==> src/shared/tmafl_pkg.sv <==
`default_nettype none
package tmafl_pkg;

    // ----------------------------------------------------------------
    // Register offsets on the plain register port
    // ----------------------------------------------------------------
    localparam logic [7:0] REG_MAX_SCAN  = 8'h09;
    localparam logic [7:0] REG_START_HI  = 8'h0c;
    localparam logic [7:0] REG_START_LO  = 8'h0d;
    localparam logic [7:0] REG_SCR_CTL   = 8'h18;
    localparam logic [7:0] REG_ADJ_HI    = 8'h1a;
    localparam logic [7:0] REG_ADJ_LO    = 8'h1b;
    localparam logic [7:0] REG_CTL1      = 8'h20;
    localparam logic [7:0] REG_MODE_CTL  = 8'h30;
    localparam logic [7:0] REG_LAYOUT    = 8'h31;
    localparam logic [7:0] REG_STATUS    = 8'h32;

    // ----------------------------------------------------------------
    // Field positions and values after reset
    // ----------------------------------------------------------------
    localparam int MODE_RUN_BIT     = 0;
    localparam int MODE_BLINK_BIT   = 5;
    localparam int SCR_MONO_BIT     = 0;
    localparam int SCR_FONT2_BIT    = 3;
    localparam int CTL1_SPECIAL_BIT = 2;

    localparam logic [7:0] MODE_CTL_RST = 8'h01;
    localparam logic [4:0] MAX_SCAN_RST = 5'h07;

    // ----------------------------------------------------------------
    // Text layouts and their geometry
    // ----------------------------------------------------------------
    localparam logic [1:0]  LAYOUT_80X25 = 2'h0;
    localparam logic [1:0]  LAYOUT_40X25 = 2'h1;
    localparam logic [1:0]  LAYOUT_60X40 = 2'h2;
    localparam logic [13:0] STRIDE_80    = 14'h00a0;
    localparam logic [13:0] STRIDE_40    = 14'h0050;
    localparam logic [13:0] STRIDE_60    = 14'h0078;
    localparam logic [6:0]  LAST_COL_80  = 7'h4f;
    localparam logic [6:0]  LAST_COL_40  = 7'h27;
    localparam logic [6:0]  LAST_COL_60  = 7'h3b;
    localparam logic [5:0]  LAST_ROW_25  = 6'h18;
    localparam logic [5:0]  LAST_ROW_40  = 6'h27;
    localparam logic [13:0] CELL_STEP    = 14'h0002;
    localparam logic        DISPLAY_TOP  = 1'b0;

    // ----------------------------------------------------------------
    // Font areas: top three address bits, attribute codes, blink rate
    // ----------------------------------------------------------------
    localparam logic [2:0] FONT_TOP_MONO    = 3'h6;
    localparam logic [2:0] FONT_TOP_SPECIAL = 3'h5;
    localparam logic [2:0] FONT_TOP_NARROW  = 3'h7;
    localparam logic [2:0] LINE_GFX_TOP     = 3'h6;
    localparam logic [2:0] FIELD_NONE       = 3'h0;
    localparam logic [2:0] FIELD_UNDERLINE  = 3'h1;
    localparam logic [2:0] FIELD_FULL       = 3'h7;
    localparam logic [3:0] BLINK_LAST_FRAME = 4'hf;

    typedef enum logic [1:0] {ST_CHAR, ST_ATTR, ST_FONT} tmafl_fsm_t;

    // ----------------------------------------------------------------
    // Shared decoders
    // ----------------------------------------------------------------
    function automatic logic [13:0] tmafl_stride(input logic [1:0] layout);
        case (layout)
            LAYOUT_40X25: tmafl_stride = STRIDE_40;
            LAYOUT_60X40: tmafl_stride = STRIDE_60;
            default:      tmafl_stride = STRIDE_80;
        endcase
    endfunction

    function automatic logic [6:0] tmafl_last_col(input logic [1:0] layout);
        case (layout)
            LAYOUT_40X25: tmafl_last_col = LAST_COL_40;
            LAYOUT_60X40: tmafl_last_col = LAST_COL_60;
            default:      tmafl_last_col = LAST_COL_80;
        endcase
    endfunction

    function automatic logic [5:0] tmafl_last_row(input logic [1:0] layout);
        tmafl_last_row = (layout == LAYOUT_60X40) ? LAST_ROW_40 : LAST_ROW_25;
    endfunction

    // Character code on bits 10..3, glyph row on 2..0, bit 11 splits area
    function automatic logic [14:0] tmafl_font_addr(input logic [7:0] code,
                                                    input logic [3:0] row,
                                                    input logic       mono,
                                                    input logic       special,
                                                    input logic       font2);
        logic [2:0] top;
        logic       b11;
        top = mono ? FONT_TOP_MONO : (special ? FONT_TOP_SPECIAL : FONT_TOP_NARROW);
        b11 = (mono || special) ? row[3] : ~font2;
        tmafl_font_addr = {top, b11, code, row[2:0]};
    endfunction

endpackage
`default_nettype wire

==> src/core/tmafl_attr_decode.sv <==
`timescale 1ns/100ps
`default_nettype none
module tmafl_attr_decode (
    input  wire logic [7:0] attr_in,
    input  wire logic [7:0] font_byte_in,
    input  wire logic [7:0] char_code_in,
    input  wire logic       mono_in,
    input  wire logic       blink_en_in,
    input  wire logic       blink_phase_in,
    input  wire logic       underline_row_in,
    output logic      [7:0] pixels_out,
    output logic            col9_out,
    output logic            high_intensity_out
);
    import tmafl_pkg::*;

    logic [2:0] background_field;
    logic [2:0] foreground_field;
    logic       intensity_bit;
    logic       hidden;
    logic       reverse;

    // ----------------------------------------------------------------
    // Attribute fields
    // ----------------------------------------------------------------
    assign background_field = attr_in[6:4];
    assign foreground_field = attr_in[2:0];
    assign intensity_bit    = attr_in[3];
    assign high_intensity_out = intensity_bit;
    assign reverse = mono_in && background_field == FIELD_FULL && foreground_field == FIELD_NONE;

    // Blink hides the glyph only while the mode register allows blinking
    assign hidden = attr_in[7] && blink_en_in && blink_phase_in;

    // Monochrome codes are decoded jointly; colour mode shows the glyph
    always_comb begin
        pixels_out = font_byte_in;
        if (mono_in) begin
            if (background_field == FIELD_NONE && foreground_field == FIELD_NONE) begin
                pixels_out = 8'h00;
            end else if (reverse) begin
                pixels_out = ~font_byte_in;
            end else if (background_field == FIELD_NONE && foreground_field == FIELD_UNDERLINE
                         && underline_row_in) begin
                pixels_out = 8'hff;
            end
        end
        if (hidden) begin
            pixels_out = reverse ? 8'hff : 8'h00;
        end
    end

    // Ninth column: line-drawing codes repeat bit 0, others show background
    always_comb begin
        col9_out = 1'b0;
        if (mono_in) begin
            col9_out = (char_code_in[7:5] == LINE_GFX_TOP) ? pixels_out[0] : reverse;
        end
    end

endmodule
`default_nettype wire

==> src/core/tmafl_text_engine.sv <==
//
// Contract
// - Attribute bit 7 blinks the cell only while mode control bit 5 is set.
// - Background/foreground fields decode jointly: blank, underline, normal, reverse.
// - 80x25 pages of 4000 bytes sit in 4 Kbyte slots, four per 16 Kbyte.
// - 80x25 rows are 160 bytes apart from the page base.
// - 40x25 pages sit in 2 Kbyte slots; rows are 80 bytes apart.
// - Displayed page base comes from start-address and screen-adjust registers.
// - 60x40 text uses rows 120 bytes apart.
// - The full 8-bit character code picks one of 256 glyphs.
// - Four font areas; exactly one is read, chosen by mode settings.
// - Glyph height comes from the maximum-scan-line register.
// - Each glyph row is fetched as one byte of eight pixels.
// - 8x8 areas span 2 Kbyte; 8x16 and 9x14 areas span 4 Kbyte.
// - The 9x14 font gets its ninth column generated by the device.
// - Character code is read from the even byte, attribute from the next.
// - Font address: code on bits 10..3, row on 2..0, bit 11 for tall fonts.
// - Rows 8 and up of tall fonts lie 2 Kbyte into the area.
//
// Design decisions made here: the register addresses and strobed register access.
`timescale 1ns/100ps
`default_nettype none
module tmafl_text_engine (
    input  wire logic        ref_clk_in,
    input  wire logic        rst_in,
    input  wire logic [7:0]  reg_addr_in,
    input  wire logic [7:0]  reg_wdata_in,
    input  wire logic        reg_wr_in,
    input  wire logic        reg_rd_in,
    input  wire logic [7:0]  sram_data_in,
    output logic      [7:0]  reg_rdata_out,
    output logic      [14:0] video_sram_address_out,
    output logic      [7:0]  pixel_byte_out,
    output logic             pixel_col9_out,
    output logic      [7:0]  cell_attr_out,
    output logic             high_intensity_out,
    output logic             pixel_valid_out,
    output logic             frame_start_out
);
    import tmafl_pkg::*;

    // ----------------------------------------------------------------
    // State
    // ----------------------------------------------------------------
    typedef struct packed {
        tmafl_fsm_t  fsm;
        logic [7:0]  mode_ctl;
        logic [1:0]  layout;
        logic [7:0]  start_hi;
        logic [7:0]  start_lo;
        logic [7:0]  adj_hi;
        logic [7:0]  adj_lo;
        logic [4:0]  max_scan;
        logic [7:0]  scr_ctl;
        logic [7:0]  ctl1;
        logic [6:0]  col;
        logic [5:0]  trow;
        logic [3:0]  scan;
        logic [13:0] row_ptr;
        logic [13:0] cell_ptr;
        logic [7:0]  char_code;
        logic [7:0]  attr;
        logic [3:0]  blink_cnt;
        logic        blink_phase;
        logic [14:0] addr;
        logic [7:0]  pix;
        logic        col9;
        logic [7:0]  attr_o;
        logic        hi_int;
        logic        pix_valid;
        logic        frame_start;
        logic [7:0]  rdata;
    } tmafl_state_t;

    tmafl_state_t st;
    tmafl_state_t next_st;

    logic        mono;
    logic        special;
    logic        font2;
    logic        blink_en;
    logic [13:0] page_base;
    logic        last_col;
    logic        last_scan;
    logic        last_row;
    logic [13:0] next_row_ptr;
    logic [7:0]  dec_pixels;
    logic        dec_col9;
    logic        dec_hi;

    // ----------------------------------------------------------------
    // Mode decode and page base
    // ----------------------------------------------------------------
    assign mono      = st.scr_ctl[SCR_MONO_BIT];
    assign special   = st.ctl1[CTL1_SPECIAL_BIT];
    assign font2     = st.scr_ctl[SCR_FONT2_BIT];
    assign blink_en  = st.mode_ctl[MODE_BLINK_BIT];
    // Both register pairs add, so software may use either or both
    assign page_base = 14'({st.start_hi, st.start_lo} + {st.adj_hi, st.adj_lo});
    assign last_col  = st.col == tmafl_last_col(st.layout);
    assign last_scan = st.scan == st.max_scan[3:0];
    assign last_row  = st.trow == tmafl_last_row(st.layout);
    // Rows advance by the layout stride; pages wrap inside the 16 Kbyte area
    assign next_row_ptr = 14'(st.row_ptr + tmafl_stride(st.layout));

    // Attribute and ninth-column decode of the cell being drawn
    tmafl_attr_decode u_attr (
        .attr_in            (st.attr),
        .font_byte_in       (sram_data_in),
        .char_code_in       (st.char_code),
        .mono_in            (mono),
        .blink_en_in        (blink_en),
        .blink_phase_in     (st.blink_phase),
        .underline_row_in   (last_scan),
        .pixels_out         (dec_pixels),
        .col9_out           (dec_col9),
        .high_intensity_out (dec_hi)
    );

    // ----------------------------------------------------------------
    // Next-state logic: register port and fetch sequence
    // ----------------------------------------------------------------
    always_comb begin
        next_st = st;
        next_st.pix_valid   = 1'b0;
        next_st.frame_start = 1'b0;
        next_st.rdata       = 8'h00;
        // Register writes
        if (reg_wr_in) begin
            case (reg_addr_in)
                REG_MAX_SCAN: next_st.max_scan = reg_wdata_in[4:0];
                REG_START_HI: next_st.start_hi = reg_wdata_in;
                REG_START_LO: next_st.start_lo = reg_wdata_in;
                REG_SCR_CTL:  next_st.scr_ctl  = reg_wdata_in;
                REG_ADJ_HI:   next_st.adj_hi   = reg_wdata_in;
                REG_ADJ_LO:   next_st.adj_lo   = reg_wdata_in;
                REG_CTL1:     next_st.ctl1     = reg_wdata_in;
                REG_MODE_CTL: next_st.mode_ctl = reg_wdata_in;
                REG_LAYOUT:   next_st.layout   = reg_wdata_in[1:0];
                default:      next_st.rdata    = 8'h00;
            endcase
        end
        // Register reads; unmapped offsets read as zero
        if (reg_rd_in) begin
            case (reg_addr_in)
                REG_MAX_SCAN: next_st.rdata = {3'h0, st.max_scan};
                REG_START_HI: next_st.rdata = st.start_hi;
                REG_START_LO: next_st.rdata = st.start_lo;
                REG_SCR_CTL:  next_st.rdata = st.scr_ctl;
                REG_ADJ_HI:   next_st.rdata = st.adj_hi;
                REG_ADJ_LO:   next_st.rdata = st.adj_lo;
                REG_CTL1:     next_st.rdata = st.ctl1;
                REG_MODE_CTL: next_st.rdata = st.mode_ctl;
                REG_LAYOUT:   next_st.rdata = {6'h00, st.layout};
                REG_STATUS:   next_st.rdata = {st.blink_phase, 1'b0, st.trow};
                default:      next_st.rdata = 8'h00;
            endcase
        end
        // Three-step cell fetch; SRAM data answers the address in the same cycle
        if (st.mode_ctl[MODE_RUN_BIT]) begin
            case (st.fsm)
                ST_CHAR: begin
                    next_st.char_code = sram_data_in;
                    next_st.addr      = {DISPLAY_TOP, 14'(st.cell_ptr + 14'h0001)};
                    next_st.fsm       = ST_ATTR;
                end
                ST_ATTR: begin
                    next_st.attr = sram_data_in;
                    // One area only, picked by the mode bits
                    next_st.addr = tmafl_font_addr(st.char_code, st.scan, mono, special, font2);
                    next_st.fsm  = ST_FONT;
                end
                ST_FONT: begin
                    next_st.pix       = dec_pixels;
                    next_st.col9      = dec_col9;
                    next_st.hi_int    = dec_hi;
                    next_st.attr_o    = st.attr;
                    next_st.pix_valid = 1'b1;
                    next_st.fsm       = ST_CHAR;
                    if (!last_col) begin
                        next_st.col      = 7'(st.col + 7'h01);
                        next_st.cell_ptr = 14'(st.cell_ptr + CELL_STEP);
                    end else if (!last_scan) begin
                        // Same text row again for the next glyph row
                        next_st.col      = 7'h00;
                        next_st.scan     = 4'(st.scan + 4'h1);
                        next_st.cell_ptr = st.row_ptr;
                    end else if (!last_row) begin
                        next_st.col      = 7'h00;
                        next_st.scan     = 4'h0;
                        next_st.trow     = 6'(st.trow + 6'h01);
                        next_st.row_ptr  = next_row_ptr;
                        next_st.cell_ptr = next_row_ptr;
                    end else begin
                        // Frame end: restart at the page base and step blink
                        next_st.col         = 7'h00;
                        next_st.scan        = 4'h0;
                        next_st.trow        = 6'h00;
                        next_st.row_ptr     = page_base;
                        next_st.cell_ptr    = page_base;
                        next_st.frame_start = 1'b1;
                        next_st.blink_cnt   = 4'(st.blink_cnt + 4'h1);
                        if (st.blink_cnt == BLINK_LAST_FRAME) begin
                            next_st.blink_phase = ~st.blink_phase;
                        end
                    end
                    next_st.addr = {DISPLAY_TOP, next_st.cell_ptr};
                end
                default: next_st.fsm = ST_CHAR;
            endcase
        end
    end

    // ----------------------------------------------------------------
    // State register
    // ----------------------------------------------------------------
    always_ff @(posedge ref_clk_in) begin
        if (rst_in) begin
            st          <= '0;
            st.fsm      <= ST_CHAR;
            st.mode_ctl <= MODE_CTL_RST;
            st.max_scan <= MAX_SCAN_RST;
        end else begin
            st <= next_st;
        end
    end

    // Outputs come straight from the state register
    assign reg_rdata_out          = st.rdata;
    assign video_sram_address_out = st.addr;
    assign pixel_byte_out         = st.pix;
    assign pixel_col9_out         = st.col9;
    assign cell_attr_out          = st.attr_o;
    assign high_intensity_out     = st.hi_int;
    assign pixel_valid_out        = st.pix_valid;
    assign frame_start_out        = st.frame_start;
endmodule
`default_nettype wire

==> config.mk <==
export PLATFORM = sky130hd
export DESIGN_NAME = tmafl_text_engine
export DESIGN_NICKNAME = d
export VERILOG_FILES = /design/src/shared/tmafl_pkg.sv /design/src/core/tmafl_attr_decode.sv /design/src/core/tmafl_text_engine.sv
export SDC_FILE = /design/constraint.sdc
export NUM_CORES = 1
export LEC_CHECK = 0
export BUFFER_PORTS_ARGS = -buffer_cell sky130_fd_sc_hd__buf_4
export CORE_MARGIN = 4
export CORE_UTILIZATION = 55
export CTS_CLUSTER_DIAMETER = 100
export CTS_CLUSTER_SIZE = 16
export DETAILED_ROUTE_END_ITERATION = 7
export GPL_TIMING_DRIVEN = 0
export PLACE_DENSITY = 0.77
export SYNTH_ARGS = -nofsm -noshare
export SYNTH_HDL_FRONTEND = slang
export SYNTH_SLANG_ARGS = --single-unit
==> constraint.sdc <==
create_clock -name ref_clk_in -period 2.5 [get_ports ref_clk_in]
set_input_delay 0.125 -clock ref_clk_in [delete_from_list [all_inputs] [get_ports ref_clk_in]]
set_output_delay 0.125 -clock ref_clk_in [all_outputs]
set_load 0.02 [all_outputs]
==> results.md, run 1 <==
- Drt drc: 0
- Total track usage: 0.318
- Row cnt: 48
- Multi-input logic area: 6170 sq um
- Total gr overflow: 0
- Startpoint types: flop
- Synth top area cells: dfxtp_1, nand2_1, a21oi_1
- Seq pwr share: 0.455
- TritonRoute pass-1 iters: 5
- Post-synthesis cell count: 1233
- Tot Pwr: 6.30 mW
- Post-synth cell types: 81
- Die Ht: 141 microns
- Cell with the largest stage delay on the worst path: fa_2
- WHS: 2.61 ps
- Post-Place Cells: 1523
- Clock sink count: 173
- R2r startpoint: st[162]
- Failing checks: setup timing
- CTS Buffer Depth: 2
- GPL Wtd Cong: 1.03
- Slowest stage delay, CP: 360 ps
- Largest net degree at the start of global routing: 17
- Number of fill cells: 1401
- Share of the synthesized area in the top cell type: 0.355
- Sw frac: 0.267
- Avg Synthesized Cell Area: 7.90 sq um
- Antenna Cells: 0
- Area growth from synthesis to layout: 24.6%
- Die Wd: 141 microns
- Actual slew at the worst max-slew pin: 951 ps
- Syn_nets: 1295
- Warnings from Yosys: 0
- Finished Cell Area: 12100 sq um
- Worst VDD drop: 0.000480 V
- Crit path depth: 14
- CP Cell Sequence: inv_2 -> ha_4 -> ha_4 -> inv_2 -> fa_2 -> nor2b_4 -> buf_4 -> buf_6 -> o21a_1 -> nor2_2 -> xnor2_1 -> mux2_4 -> a221oi_4 -> o22ai_1
- Final hold viol count: 0
- Final setup vio count: 26
- Register area: 3480 sq um
- WP data arrival: 3020 ps
- Outcome: complete, but fails checks
- Slew margin rel.: 0.359
- Commonest non-fill, non-tap cell in the layout: nand2_1
- Worst R2R End: video_sram_address_out[7]
- Worst-Skew Late Latency: 440 ps
- Number of flops mapped to enable cells by yosys: 0
- Area after DPL: 10500 sq um
- CP max FO: 3
- Async SR Flop Fraction: 0
- Final Instance Count excl. Fillers: 1593
- Die Area: 19900 sq um
- Antenna viol nets, final: 0
- Internal Power: 4.62 mW
- Boundary Pins: 71
- Clock power frac: 0.434
- Power Density: 519 nW/um^2
- Internal reg-to-reg setup slack: -230 ps
- Crit end category: flop
- Core area: 17400 sq um
- Wirelength per Cell: 21.1 microns
- Drt initial violations: 1070
- Post-Synthesis Cell Area: 9750 sq um
- Port Buffers: 65
- Reg clk slew, reported paths: 70 ps
- Final WL: 33.7 mm
- Net Switching: 1.68 mW
- Initial Util: 0.561
- Dpl hpwl: 23.3 mm
- Initial antenna violation count: 0
- Final worst setup slack: -227 ps
- Critical Path RT: 2790 ps
- RSZ-0062 raised after global routing: yes
- Sequential area share after synthesis: 0.355
- CP top delay family: compound AO/OA/AOI/OAI gates
- F_max: 367 MHz
- Max-cap viol count: 0
- Total number of vias: 9820
- CTS tree: yes
- Global-route wire length before repair: 49.8 mm
- Commonest cells after routing, fill and taps aside: nand2_1, dfxtp_1, buf_4, a21oi_1, nor2_1
- Comb power frac: 0.110
- Flops & latches, synth: 173
- Skew final: 12.8 ps
- Hold WC Path Type: input pin to flop
- Share of the clock period used by the worst path: 1.09
- Worst Setup SP: st[162]
- Nets: 1417
- Leak: 4.68 nW
- Vias in the first global route: 8916
- Post-synth top area cell: dfxtp_1
- Critical path endpoint: video_sram_address_out[7]
- CTS Buf Count: 17
- Htree depth: 4
- Max Transition Viols Final: 0
- WP buf/inv: 4
- Min Tclk post-route: 2730 ps
- Worst r2r path cells: 14
- Setup Crit Path Kind: flop to flop
- Clock Tree Root: clkbuf_16
- Ys flop type: dfxtp_1
- Share of post-route cells with drive strength above 1: 0.223
- Vias per cell: 6.16
## worst min-delay path, stage by stage
cell     delay (ps)
buf_4           130
nand3_1          70
a21oi_1          60
## power groups by stage
stage	sequential, mW	clock [mW]	combinational [mW]
2_1_floorplan	2.92	0	0.421
3_3_place_gp	2.93	0	0.650
3_5_place_dp	2.93	0	0.656
4_1_cts	2.87	2.72	0.677
5_1_grt	2.88	2.86	0.753
6_report	2.87	2.74	0.695
## repair_timing
item                       in CTS  in global routing
hold buffers                    8                  0
setup buffers                  19                 13
setup endpoints to repair      63                 57
hold endpoints to repair       18                  0
cloned                          0                  2
resized for setup              68                 96
pin swaps                      21                 50
## logic make-up (layout without fill, tap and decap cells)
group,count (synthesis),count (layout),share of synthesized area
multiplexers,44,44,0.0460
AO/OA/AOI/OAI,301,301,0.197
adder cells (fa/ha/maj),34,34,0.0452
AND/OR/NAND/NOR,489,489,0.235
XOR/XNOR,54,54,0.0485
buffers and inverters,138,273,0.0728
flip-flops,173,173,0.355
## worst min path at each step
stage / from / end / slack (ps) / cells after the start
after CTS: sram_data_in[3] / st[59] / 0.3 / 3
after detailed placement: reg_wdata_in[7] / st[116] / 440 / 3
after floorplan: reg_wdata_in[0] / st[109] / 270 / 2
after global placement: reg_wdata_in[7] / st[171] / 430 / 3
after global routing: sram_data_in[3] / st[59] / 0.6 / 3
final: sram_data_in[3] / st[59] / 3 / 3
## state kept, by name, indices dropped and copies added, names as in the netlist
name and flops:
blink_en 1, cell_attr_out 8, font2 1, frame_start_out 1, mono 1, pixel_byte_out 8
pixel_col9_out 1, pixel_valid_out 1, reg_rdata_out 8, special 1, st 127, video_sram_address_out 15
## routing by layer
layer	routed length (microns)	part of all wire	GRT usage	vias to the layer above
met5	0	0	0	-
met3	2530	0.075	0.0577	125
met4	1500	0.045	0.124	0
li1	-	-	-	4562
met1	13800	0.41	0.417	4621
met2	15900	0.47	0.522	512
## cell usage after synthesis (8+ instances only)
master      n
a221oi_1    8
buf_2       9
a22oi_1    14
nand2b_1   10
buf_1       9
nor3_1     20
clkbuf_1   56
ha_1       32
and3_1      9
nand2_1   180
buf_4      40
mux2i_1    38
nand4_1    13
a31oi_1    12
xnor2_1    25
o22ai_1    11
a21oi_1   126
nor2_1    110
a211oi_1   23
nor2b_1     9
xor2_1     29
inv_1      20
nand3_1    85
o21ai_0    46
dfxtp_1   173
## metrics by stage
stage / setup slack, ps / utilization / TNS [ps]
after floorplan: -10.4 / - / -10.4
after global placement: -393 / 0.608 / -6890
after detailed placement: -428 / 0.608 / -9550
after CTS: -165 / 0.670 / -481
after global routing: -298 / 0.700 / -4950
final: -227 / 0.700 / -2390
## layout make-up
class	count	share of cell area
well taps	225	0.0232
plain buffers	116	0.0556
inverters	20	0.00618
multi-input cells	922	0.508
repair buffers	105	0.0712
clock inverters	11	0.0109
flip-flops and latches	173	0.287
clock buffers	21	0.0379
Note: power is estimated with default switching activity, not from simulation.
==> inputs of run 2 (changes only) <==
- MAX_ROUTING_LAYER: unset -> met4
==> results.md, run 2 (synthesis results as in run 1) <==
- TritonRoute pass-1 iters: 5 (unchanged)
- Crit end category: flop
- Vias in the first global route: 8931 (+0.17%)
- Hold WC Path Type: input pin to flop
- Min-Delay Endpoint: st[62]
- GPL Wtd Cong: 1.04 (+0.56%)
- RSZ-0062 raised after global routing: yes
- Share of post-route cells with drive strength above 1: 0.199 (-0.0240)
- Max-cap viol count: 0 (unchanged)
- Final hold viol count: 0 (unchanged)
- Max Transition Viols Final: 0 (unchanged)
- Area after DPL: 10500 sq um (unchanged)
- Total gr overflow: 0 (unchanged)
- Initial Util: 0.561 (unchanged)
- Dpl hpwl: 23.7 mm (+2.1%)
- Reg clk slew, reported paths: 70 ps (about the same)
- R2r startpoint: st[162]
- Skew final: 12.6 ps (-0.227 ps)
- Clock sink count: 173 (unchanged)
- Final worst setup slack: -82.4 ps (+144 ps)
- Min Tclk post-route: 2580 ps (-144 ps)
- Boundary Pins: 71 (unchanged)
- Total track usage: 0.327 (+0.00894)
- CTS Buffer Depth: 2 (unchanged)
- Critical Path RT: 2860 ps (+70 ps)
- Drt initial violations: 946 (-12%)
- Share of the clock period used by the worst path: 1.03 (-0.0578)
- Row cnt: 48 (unchanged)
- Internal reg-to-reg setup slack: -80 ps (+140 ps)
- Antenna viol nets, final: 0 (unchanged)
- Startpoint types: flop
- Biggest register: st
- Setup Crit Path Kind: flop to flop
- Initial antenna violation count: 0 (unchanged)
- Finished Cell Area: 11900 sq um (-2.3%)
- Die Area: 19900 sq um (unchanged)
- Nets: 1412 (-0.35%)
- WP data arrival: 2950 ps (-70 ps)
- Final core utilization: 0.684 (-0.0160)
- Min-Delay Startpoint: sram_data_in[6]
- Hold path depth: 3 (unchanged)
- Final setup vio count: 11 (-58%)
- Clock Tree Root: clkbuf_16
- Slew margin rel.: 0.348 (-0.0113)
- Number of fill cells: 1437 (+2.6%)
- Worst R2R End: st[75]
- Worst VDD drop: 0.000708 V (+48%)
- Leak: 4.60 nW (-1.7%)
- Area growth from synthesis to layout: 21.8%
- Commonest cells after routing, fill and taps aside: nand2_1, dfxtp_1, buf_4, a21oi_1, nor2_1
- CP max FO: 3 (unchanged)
- Die Wd: 141 microns (unchanged)
- Htree depth: 4 (unchanged)
- CTS Buf Count: 17 (unchanged)
- Core area: 17400 sq um (unchanged)
- Global-route wire length before repair: 49.4 mm (-0.84%)
- Wirelength per Cell: 20.8 microns (-1.6%)
- Final WL: 33.0 mm (-2.0%)
- Drt drc: 0 (unchanged)
- Largest net degree at the start of global routing: 17 (unchanged)
- Worst-Skew Late Latency: 440 ps (about the same)
- Total number of vias: 9730 (-0.92%)
- Commonest non-fill, non-tap cell in the layout: nand2_1
- Worst r2r path cells: 12 (-2)
- Actual slew at the worst max-slew pin: 967 ps (+16.7 ps)
- F_max: 387 MHz (+5.6%)
- Antenna Cells: 0 (unchanged)
- Max FFs per register: 127 (unchanged)
- Outcome: complete, but fails checks
- Port Buffers: 65 (unchanged)
- Vias per cell: 6.13 (-0.54%)
- Failing checks: setup timing
- Power Density: 529 nW/um^2 (+2.0%)
- Die Ht: 141 microns (unchanged)
- CTS tree: yes
## run 2: cell count changes in the layout (fill, tap and decap cells not counted), sizes merged
cell	delta
buf	-9
clkbuf	-1
clkinv	+1
clkinvlp	-1
inv	+3
nand2	+1
## run 2: repair_timing
action | 4_1_cts | 5_1_grt
gates cloned | 0 | 3
endpoints found under the setup margin | 63 | 57
pin swaps | 18 | 20
hold buffers | 8 | 0
hold endpoints to repair | 17 | 0
setup buffers | 11 | 11
resized for setup | 52 | 56
## run 2: worst max-delay path by stage
stage                     cells after the start                         to  startpoint
after floorplan                              12                     st[75]     st[162]
after CTS                                    12                     st[75]     st[162]
after global routing                         12                     st[75]     st[162]
final                                        12                     st[75]     st[162]
after detailed placement                      8                     st[73]     st[162]
after global placement                       11  video_sram_address_out[9]     st[163]
## run 2: area by class of cell
class                      count  area [sq um]  share of cell area
multi-input combinational    923          6000               0.506
sequential                   173          3480               0.293
timing repair buffer          97           779              0.0657
buffer                       118           663              0.0559
clock buffer                  17           425              0.0358
tap                          225           282              0.0237
clock inverter                14           159              0.0134
inverter                      20          75.1             0.00633
## run 2: metal layers
| metal | global-route usage | wire, microns | vias up |
|---|---|---|---|
| met5 | - | 0 | - |
| met4 | 0.127 | 1100 | 0 |
| met3 | 0.0543 | 2390 | 75 |
| met2 | 0.534 | 15900 | 452 |
| met1 | 0.407 | 13600 | 4628 |
| li1 | - | - | 4575 |
## run 2: critical path, cell delays in order (launching register included)
cell and delay (ps):
dfxtp_2 320, inv_2 80, ha_4 150, ha_4 130, inv_2 40, fa_2 360
nor2b_4 140, o2111a_2 220, o211ai_1 130, or4_4 460, a32oi_2 190, a31oi_2 90
a211oi_2 200
## run 2: power by group
part / switching [mW] / internal, mW
Clock: 1.24 / 1.49
Combinational: 0.432 / 0.255
Sequential: 0.0478 / 2.82
## run 2: per-stage QoR
| step | hold WS, ps | TNS, ps | power, mW | std cells | setup slack [ps] |
|---|---|---|---|---|---|
| 2_1_floorplan | 265 | -10.4 | 3.34 | 1233 | -10.4 |
| 3_3_place_gp | 432 | -7990 | 3.58 | 1523 | -399 |
| 3_5_place_dp | 439 | -10370 | 3.59 | 1523 | -417 |
| 4_1_cts | 0.0896 | -182 | 6.26 | 1573 | -106 |
| 5_1_grt | 17.0 | -2090 | 6.44 | 1587 | -167 |
| 6_report | 6.10 | -373 | 6.28 | 1587 | -82.4 |
